## config.mk

```make
export PLATFORM = sky130hd
export DESIGN_NAME = pst_strap
export DESIGN_NICKNAME = d
export VERILOG_FILES = /design/src/pst_pkg.sv /design/src/pst_sync.sv /design/src/pst_strap.sv
export SDC_FILE = /design/constraint.sdc
export NUM_CORES = 1
export LEC_CHECK = 0
export ABC_AREA = 1
export ABC_CLOCK_PERIOD_IN_PS = 4000
export BUFFER_PORTS_ARGS = -buffer_cell sky130_fd_sc_hd__buf_2
export CAP_MARGIN = 20
export CORE_MARGIN = 2
export CORE_UTILIZATION = 55
export CTS_CLUSTER_SIZE = 14
export DETAILED_ROUTE_END_ITERATION = 8
export HOLD_SLACK_MARGIN = 0.15
export PLACE_DENSITY = 0.86
export SYNTH_ARGS = -nofsm -noshare
export SYNTH_HDL_FRONTEND = slang
export SYNTH_SLANG_ARGS = --single-unit
```

## constraint.sdc

```tcl
create_clock -name CLOCK -period 4 [get_ports CLOCK]
set_input_delay 0.4 -clock CLOCK [delete_from_list [all_inputs] [get_ports CLOCK]]
set_output_delay 0.4 -clock CLOCK [all_outputs]
set_load 0.02 [all_outputs]
```

## src/pst_pkg.sv

```systemverilog
// package: constants, types and register map for the strap sampler
package pst_pkg;
    // behaviour encodings (one-hot)
    typedef enum logic [3:0] {
        PST_NORMAL = 4'h1,
        PST_MOD_CONT = 4'h2,
        PST_SINGLE_PKT = 4'h4,
        PST_UNMOD_CARRIER = 4'h8
    } pst_mode_t;
    // channel codes
    localparam logic [2:0] PST_CH_A = 3'h0;
    localparam logic [2:0] PST_CH_B = 3'h1;
    localparam logic [2:0] PST_CH_C = 3'h2;
    localparam logic [2:0] PST_CH_D = 3'h3;
    localparam logic [2:0] PST_CH_STORED = 3'h4;
    // sampler states
    typedef enum logic [2:0] {
        PST_S_WAIT = 3'h1,
        PST_S_SETTLE = 3'h2,
        PST_S_HELD = 3'h4
    } pst_state_t;
    // settle time before sampling, ns, and its cycle count at 125 MHz
    localparam int PST_SETTLE_NS = 1000;
    localparam int PST_CLK_MHZ = 125;
    localparam int PST_SETTLE_CYC = (PST_SETTLE_NS * PST_CLK_MHZ + 999) / 1000;
    // test pattern: 72 bits, msb first
    localparam int PST_PAT_W = 72;
    localparam logic [71:0] PST_PATTERN = 72'h80AAF0F0F0AAF0F0F0;
    // register byte offsets
    localparam logic [7:0] PST_OFF_STATUS = 8'h00;
    localparam logic [7:0] PST_OFF_DEFCH = 8'h04;
    localparam logic [7:0] PST_OFF_CTRL = 8'h08;
    localparam logic [7:0] PST_OFF_PAT0 = 8'h0C;
    localparam logic [7:0] PST_OFF_PAT1 = 8'h10;
    localparam logic [7:0] PST_OFF_PAT2 = 8'h14;
    // field positions
    localparam int PST_ST_MODE_LSB = 0;
    localparam int PST_ST_CH_LSB = 4;
    localparam int PST_ST_DONE_BIT = 8;
    localparam int PST_ST_RAW_LSB = 12;
    localparam int PST_CTRL_TXEN_BIT = 0;
    // reset values
    localparam logic [1:0] PST_DEFCH_RST = 2'h0;
    localparam logic PST_TXEN_RST = 1'b0;
    // decoded selection carried as one bundle
    typedef struct packed {
        pst_mode_t mode;
        logic [2:0] chan;
    } pst_sel_t;
endpackage

```

## src/pst_sync.sv

```systemverilog
// two-flop synchroniser for a group of pins
`timescale 1ns/1ps
module pst_sync #(
    parameter int W = 4
) (
    // clocking
    input wire logic clk,
    input wire logic arst_n,
    input wire logic ce,
    // data
    input wire logic [W-1:0] d,
    output logic [W-1:0] q
);
    logic [W-1:0] meta_q;

    // unconnected pins pull high, so reset to ones
    always_ff @(posedge clk or negedge arst_n) begin
        if (!arst_n) begin
            meta_q <= {W{1'b1}};
            q <= {W{1'b1}};
        end else if (ce) begin
            meta_q <= d;
            q <= meta_q;
        end
    end
endmodule

```

## src/pst_strap.sv

```systemverilog
// power-up strap sampler, test-behaviour decoder and test bit serialiser
`timescale 1ns/1ps
module pst_strap (
    // clock and reset
    input wire logic CLOCK,
    input wire logic ARST_N,
    input wire logic CE,
    // strap pins, pulled high externally
    input wire logic TEST_SELECT_A,
    input wire logic TEST_SELECT_B,
    input wire logic SERIAL_RX,
    input wire logic SERIAL_RTS,
    // apb slave
    input wire logic PSEL,
    input wire logic PENABLE,
    input wire logic PWRITE,
    input wire logic [7:0] PADDR,
    input wire logic [31:0] PWDATA,
    output logic [31:0] PRDATA,
    output logic PREADY,
    output logic PSLVERR,
    // transmitter controls
    output logic [3:0] MODE,
    output logic [2:0] CHANNEL,
    output logic SAMPLED,
    output logic TX_ON,
    output logic CARRIER_ONLY,
    output logic TX_BIT,
    output logic TX_BIT_VALID
);
    logic [3:0] pins_s;
    logic [3:0] raw_q;
    pst_pkg::pst_state_t state_q;
    logic [15:0] settle_q;
    pst_pkg::pst_sel_t sel_q;
    pst_pkg::pst_sel_t sel_d;
    logic [1:0] defch_q;
    logic txen_q;
    logic [6:0] bit_q;
    logic pkt_done_q;
    logic acc;

    // strap pins pass two flops before any logic reads them
    pst_sync #(.W(4)) u_sync (
        .clk(CLOCK),
        .arst_n(ARST_N),
        .ce(CE),
        .d({TEST_SELECT_A, TEST_SELECT_B, SERIAL_RX, SERIAL_RTS}),
        .q(pins_s)
    );

    // access phase of an apb transfer
    assign acc = PSEL && PENABLE;

    // decode of straps into behaviour and channel
    always_comb begin
        sel_d.chan = pst_pkg::PST_CH_STORED;
        case (pins_s[3:2])
            2'b00: sel_d.mode = pst_pkg::PST_MOD_CONT;
            2'b01: sel_d.mode = pst_pkg::PST_SINGLE_PKT;
            2'b10: sel_d.mode = pst_pkg::PST_UNMOD_CARRIER;
            default: sel_d.mode = pst_pkg::PST_NORMAL;
        endcase
        if (pins_s[3:2] != 2'b11) begin
            case (pins_s[1:0])
                2'b00: sel_d.chan = pst_pkg::PST_CH_B;
                2'b01: sel_d.chan = pst_pkg::PST_CH_C;
                2'b10: sel_d.chan = pst_pkg::PST_CH_D;
                default: sel_d.chan = pst_pkg::PST_CH_STORED;
            endcase
        end
    end

    // one-time sampler: settle then latch, held until next reset
    always_ff @(posedge CLOCK or negedge ARST_N) begin
        if (!ARST_N) begin
            state_q <= pst_pkg::PST_S_WAIT;
            settle_q <= 16'h0000;
            sel_q <= '{mode: pst_pkg::PST_NORMAL, chan: pst_pkg::PST_CH_STORED};
            raw_q <= 4'hF;
        end else if (CE) begin
            case (state_q)
                pst_pkg::PST_S_WAIT: begin
                    state_q <= pst_pkg::PST_S_SETTLE;
                end
                pst_pkg::PST_S_SETTLE: begin
                    if (settle_q == 16'(pst_pkg::PST_SETTLE_CYC - 1)) begin
                        sel_q <= sel_d;
                        raw_q <= pins_s;
                        state_q <= pst_pkg::PST_S_HELD;
                    end else begin
                        settle_q <= settle_q + 16'h0001;
                    end
                end
                pst_pkg::PST_S_HELD: begin
                    state_q <= pst_pkg::PST_S_HELD;
                end
                default: state_q <= pst_pkg::PST_S_WAIT;
            endcase
        end
    end

    // software registers: stored default channel and transmit enable
    always_ff @(posedge CLOCK or negedge ARST_N) begin
        if (!ARST_N) begin
            defch_q <= pst_pkg::PST_DEFCH_RST;
            txen_q <= pst_pkg::PST_TXEN_RST;
        end else if (CE && acc && PWRITE) begin
            if (PADDR == pst_pkg::PST_OFF_DEFCH) begin
                defch_q <= PWDATA[1:0];
            end else if (PADDR == pst_pkg::PST_OFF_CTRL) begin
                txen_q <= PWDATA[pst_pkg::PST_CTRL_TXEN_BIT];
            end
        end
    end

    // apb read data, zero-wait answer
    always_ff @(posedge CLOCK or negedge ARST_N) begin
        if (!ARST_N) begin
            PRDATA <= 32'h0000_0000;
            PSLVERR <= 1'b0;
            PREADY <= 1'b0;
        end else if (CE) begin
            PREADY <= PSEL && !PENABLE;
            PSLVERR <= 1'b0;
            PRDATA <= 32'h0000_0000;
            if (PSEL && !PENABLE) begin
                if (PADDR == pst_pkg::PST_OFF_STATUS) begin
                    PRDATA[pst_pkg::PST_ST_MODE_LSB +: 4] <= sel_q.mode;
                    PRDATA[pst_pkg::PST_ST_CH_LSB +: 3] <= sel_q.chan;
                    PRDATA[pst_pkg::PST_ST_DONE_BIT] <=
                        (state_q == pst_pkg::PST_S_HELD);
                    PRDATA[pst_pkg::PST_ST_RAW_LSB +: 4] <= raw_q;
                end else if (PADDR == pst_pkg::PST_OFF_DEFCH) begin
                    PRDATA[1:0] <= defch_q;
                end else if (PADDR == pst_pkg::PST_OFF_CTRL) begin
                    PRDATA[0] <= txen_q;
                end else if (PADDR == pst_pkg::PST_OFF_PAT0) begin
                    PRDATA <= pst_pkg::PST_PATTERN[31:0];
                end else if (PADDR == pst_pkg::PST_OFF_PAT1) begin
                    PRDATA <= pst_pkg::PST_PATTERN[63:32];
                end else if (PADDR == pst_pkg::PST_OFF_PAT2) begin
                    PRDATA[7:0] <= pst_pkg::PST_PATTERN[71:64];
                end else begin
                    PSLVERR <= 1'b1;
                end
            end
        end
    end

    // pattern serialiser: loops in continuous mode, stops after one pass
    always_ff @(posedge CLOCK or negedge ARST_N) begin
        if (!ARST_N) begin
            bit_q <= 7'h00;
            pkt_done_q <= 1'b0;
            TX_BIT <= 1'b0;
            TX_BIT_VALID <= 1'b0;
        end else if (CE) begin
            TX_BIT_VALID <= 1'b0;
            if (state_q == pst_pkg::PST_S_HELD && txen_q && !pkt_done_q &&
                (sel_q.mode == pst_pkg::PST_MOD_CONT ||
                 sel_q.mode == pst_pkg::PST_SINGLE_PKT)) begin
                TX_BIT <= pst_pkg::PST_PATTERN[7'(pst_pkg::PST_PAT_W - 1)
                    - bit_q];
                TX_BIT_VALID <= 1'b1;
                if (bit_q == 7'(pst_pkg::PST_PAT_W - 1)) begin
                    bit_q <= 7'h00;
                    pkt_done_q <= (sel_q.mode == pst_pkg::PST_SINGLE_PKT);
                end else begin
                    bit_q <= bit_q + 7'h01;
                end
            end
        end
    end

    // control outputs from flops, channel resolves stored default
    always_ff @(posedge CLOCK or negedge ARST_N) begin
        if (!ARST_N) begin
            MODE <= pst_pkg::PST_NORMAL;
            CHANNEL <= pst_pkg::PST_CH_A;
            SAMPLED <= 1'b0;
            TX_ON <= 1'b0;
            CARRIER_ONLY <= 1'b0;
        end else if (CE) begin
            MODE <= sel_q.mode;
            CHANNEL <= (sel_q.chan == pst_pkg::PST_CH_STORED) ?
                {1'b0, defch_q} : sel_q.chan;
            SAMPLED <= (state_q == pst_pkg::PST_S_HELD);
            CARRIER_ONLY <= (state_q == pst_pkg::PST_S_HELD) &&
                (sel_q.mode == pst_pkg::PST_UNMOD_CARRIER);
            TX_ON <= (state_q == pst_pkg::PST_S_HELD) && txen_q &&
                sel_q.mode != pst_pkg::PST_NORMAL && !pkt_done_q;
        end
    end

    // sampled selection never changes once held
    held_stable_a: assert property (@(posedge CLOCK)
        disable iff (!ARST_N)
        state_q == pst_pkg::PST_S_HELD |=> $stable(sel_q))
        else $error("selection changed after sampling");
    // both selects high gives normal mode and stored channel
    normal_decode_a: assert property (@(posedge CLOCK)
        disable iff (!ARST_N)
        CE && state_q == pst_pkg::PST_S_SETTLE && pins_s[3:2] == 2'b11 &&
        settle_q == 16'(pst_pkg::PST_SETTLE_CYC - 1) |=>
        sel_q.mode == pst_pkg::PST_NORMAL &&
        sel_q.chan == pst_pkg::PST_CH_STORED)
        else $error("normal strap decoded wrongly");
    // channel strap 01 maps to C in test modes
    chan_map_a: assert property (@(posedge CLOCK)
        disable iff (!ARST_N)
        pins_s[3:2] != 2'b11 && pins_s[1:0] == 2'b01 |->
        sel_d.chan == pst_pkg::PST_CH_C)
        else $error("channel strap map wrong");
    // stored default used when both channel straps high
    stored_ch_a: assert property (@(posedge CLOCK)
        disable iff (!ARST_N)
        CE && SAMPLED && sel_q.chan == pst_pkg::PST_CH_STORED |=>
        CHANNEL == {1'b0, $past(defch_q)})
        else $error("stored channel not applied");
    // serialiser emits pattern msb first
    first_bit_a: assert property (@(posedge CLOCK)
        disable iff (!ARST_N)
        CE && TX_BIT_VALID == 1'b0 && bit_q == 7'h00 &&
        state_q == pst_pkg::PST_S_HELD && txen_q && !pkt_done_q &&
        sel_q.mode == pst_pkg::PST_MOD_CONT |=> TX_BIT == 1'b1)
        else $error("first pattern bit wrong");
    // single packet mode falls silent after its one pass
    single_stop_a: assert property (@(posedge CLOCK)
        disable iff (!ARST_N)
        CE && pkt_done_q |=> !TX_BIT_VALID &&
        sel_q.mode == pst_pkg::PST_SINGLE_PKT)
        else $error("packet stopped in wrong mode");
    // carrier only in unmodulated test
    carrier_only_a: assert property (@(posedge CLOCK)
        disable iff (!ARST_N)
        CARRIER_ONLY |-> MODE == pst_pkg::PST_UNMOD_CARRIER && !TX_BIT_VALID)
        else $error("carrier output in wrong mode");
    // sampling completes within 300 cycles of entering settle
    sample_time_a: assert property (@(posedge CLOCK)
        disable iff (!ARST_N)
        CE && $rose(state_q == pst_pkg::PST_S_SETTLE) |->
        ##[1:300] (state_q == pst_pkg::PST_S_HELD || !CE))
        else $error("sampling did not complete");

    cont_c: cover property (@(posedge CLOCK) disable iff (!ARST_N)
        TX_BIT_VALID && sel_q.mode == pst_pkg::PST_MOD_CONT &&
        bit_q == 7'h00);
    single_c: cover property (@(posedge CLOCK) disable iff (!ARST_N)
        $rose(pkt_done_q));
    carrier_c: cover property (@(posedge CLOCK) disable iff (!ARST_N)
        $rose(CARRIER_ONLY));
endmodule

```

==> out/metrics.csv <==
stage;metric;value;unit
route;drt_first_pass_iters;5;
die;core;7690;um^2
placed_design;portBuffers;54;
run_status;status;finished clean;
flow_run;cap_violations;0;
clock_tree;cts.clk_slew.worst_paths;0.08;ns
route;wirelength;8620;um
sta;min_period_over_period;45.9;%
sta;clock-skew-final;0.00656;ns
clock_tree;cts_resized;0;
clock_tree;cts_setup_buffers;0;
synth;synth_top_family_by_area;simple AND/OR/NAND/NOR gates;
critical_path;reg2reg_depth;7;
placed_design;hpwlAfterDp;6160;um
power_and_ir_drop;peakVddDrop;0.215;mV
synth;async_reset_ff_share;100;%
power_and_ir_drop;cellPowerDensity;361;nW/um^2
synth;synth-edff-count;0;
route;viasPerCell;5.03;
global_route;grt_max_degree;78;
route;drc;0;
finish;diodes;0;
synth;yosys.area_share.simple;34.4;%
synth;yosys.area_share.xor_xnor;1.82;%
critical_path;r2r_start;state_q[0]$_DFFE_PN1P_;
power_and_ir_drop;total_power;1.72;mW
clock_tree;cts_root_buf;clkbuf_8;
clock_tree;cts_buffers;9;
sta;grt_setup_unrepaired;no;
synth;ys_ff_latch;77;
critical_path;regToRegEndpoint;bit_q[4]$_DFFE_PN0P_;
synth;synthAdderAreaFrac;2.90;%
finish;nets;694;
clock_tree;clk_latency;0.35;ns
sta;slew_viol_final;0;
synth;synth_warnings;0;
die;dieArea;8580;um^2
die;row_count;32;
sta;setup_viol;0;
synth;synth_compound_gate_area_share;5.33;%
synth;yosysMostFrequentCell;nand2_1;
clock_tree;cts_tree;done;
sta;slew_headroom;37.5;%
sta;hold_violations;0;
global_route;overflow;0;
critical_path;start_kind;input port;
synth;synthCells;588;
critical_path;critPathLaunch;CE;
sta;fmax;0.545;GHz
global_route;grt.total_usage;22.0;%
sta;finalSetupTns;0;ns
sta;whs;0.188;ns
route;drt_iter0_markers;177;
finish;drive_gt1_share;16.3;%
clock_tree;cts_sinks;77;
clock_tree;htree_levels;3;
synth;synth_top_area_share;35.3;%
route;drtAntennaViolNets;0;
synth;synth.area.top_cells;dfrtp_1 35%, nand2_1 20%, dfstp_2 9.7%;
critical_path;cp-end-kind;flop;
sta;worstMarginPinSlew;0.937;ns
synth;synth_seq_area_share;45.0;%
synth;synth-main-ff-cell;dfrtp_1;
finish;area_growth;10.2;%
critical_path;endpoint;defch_q[1]$_DFFE_PN0P_;
global_route;antenna_found_initial;0;
critical_path;cp.required;4.24;ns
global_route;grt_pass1_vias;3532;
power_and_ir_drop;leakage;2.53;nW
route;drt-wirelength-per-cell;11.6;um
die;die_x;92.6;um
finish;fillerInstances;677;
clock_tree;hold_buffers;0;
die;start_util;56.2;%
critical_path;timing.critical_path.fanout_max;34;
placed_design;gp_congestion;0.951;
die;die_y;92.6;um
sta;period_minus_slack;1.83;ns
synth;netlist_area;4320;um^2
critical_path;critical_path_class;in -> reg;
synth;synth.avg_cell_area;7.35;um^2
clock_tree;clockBufferDepth;2;
route;vias;3724;
min_path;hold_path.class;in -> async;
synth;yosysUniqueCellTypes;33;
critical_path;r2r_slack;2.29;ns
global_route;grt_pass1_wl;15300;um
synth;ys_top_cells_by_count;235 x nand2_1, 62 x inv_1, 61 x dfrtp_1;
synth;yosysTopAreaCell;dfrtp_1;
synth;synth.mux.area_fraction;0;%
critical_path;arrival;2.07;ns
die;ios;96;
[through the flow]
| step | setup WS [ns] | util, % | std cells | cell area, um^2 |
|---|---|---|---|---|
| 3_5_place_dp | 1.87 | 59.3 | 725 | 4560 |
| 4_1_cts | 2.22 | 61.9 | 741 | 4760 |
| 2_1_floorplan | 2.54 | - | 598 | 4360 |
| 5_1_grt | 1.96 | 61.9 | 741 | 4760 |
| 3_3_place_gp | 1.86 | 59.3 | 725 | 4560 |
| 6_report | 2.17 | 61.9 | 741 | 4760 |
[cell families after synthesis]
group | after synthesis
other cells | 1
compound gates | 39
flops | 77
xor+xnor | 9
buf+inv | 94
fa+ha+maj | 10
simple gates | 358
[layout by cell type (no fill, tap or decap)]
cell type     n
nor2_4        3
o21ai_0      18
a22o_1        1
o21ai_1       6
buf_2        53
nor4_1        1
or2_2         1
buf_4         2
inv_4         1
dfrtp_1      61
xnor2_1       4
nor3_1        4
a31oi_1       2
xor2_1        5
a21oi_1       3
clkinv_2      2
nor2_1       54
clkinvlp_4    3
clkbuf_8     10
nand3_1      40
o211ai_1      1
dfstp_2      16
nand2_2       4
nand2_4       2
nand3b_1      1
inv_1        62
nand2_1     235
nand4_1      13
inv_2         1
o31ai_1       3
o21ai_2       5
conb_1       11
bufinv_16     1
ha_1         10
[critical path, stage by stage]
cell     delay [ns]
buf_2          0.39
inv_1          0.23
buf_4          0.30
nor3_1         0.36
nand2_1        0.17
nor2_1         0.15
a21oi_1        0.06
[layout make-up]
type,count,area (um^2),area share (%)
Tap cell,102,128,2.68
Sequential cell,77,1950,40.9
Timing Repair Buffer,55,280,5.89
Inverter,64,243,5.10
Clock buffer,10,138,2.89
Clock inverter,6,62.6,1.31
Multi-Input combinational cell,427,1960,41.2
[worst min path at each step]
| stage | startpoint | end | slack (ns) | cells past startpoint |
|---|---|---|---|---|
| global placement | u_sync.meta_q[0]$_DFFE_PN1P_ | u_sync.meta_q[0]$_DFFE_PN1P_ | 0.45 | 2 |
| finish | ARST_N | PRDATA[12]$_DFFE_PN0P_ | 0.19 | 1 |
| detailed placement | u_sync.meta_q[2]$_DFFE_PN1P_ | u_sync.meta_q[2]$_DFFE_PN1P_ | 0.46 | 2 |
| global route | TEST_SELECT_A | u_sync.meta_q[3]$_DFFE_PN1P_ | 0.26 | 3 |
| CTS | ARST_N | PRDATA[12]$_DFFE_PN0P_ | 0.22 | 1 |
| floorplan | ARST_N | CARRIER_ONLY$_DFFE_PN0P_ | 0.10 | 0 |
[power by group]
group | internal, mW | total [mW] | leakage [nW] | switching (mW)
Combinational | 0.0777 | 0.256 | 1.46 | 0.179
Clock | 0.303 | 0.590 | 0.0943 | 0.287
Sequential | 0.831 | 0.871 | 0.981 | 0.0402
Total | 1.21 | 1.72 | 2.53 | 0.506
[registers in the layout, indices dropped and copies added (netlist names), 4 cells and up]
| register | count |
|---|---|
| MODE | 4 |
| PRDATA | 14 |
| bit_q | 7 |
| raw_q | 4 |
| sel_q | 7 |
| settle_q | 16 |
| u_sync.meta_q | 4 |
| u_sync.q | 4 |
[routing by layer]
metal	wire length, um	up-vias	global-route usage, %
li1	-	1903	-
met1	3940	1712	28.4
met2	4050	96	37.3
met3	485	13	4.07
met4	140	0	7.60
met5	0	-	0
No activity file was read; power rests on OpenSTA's default activity.
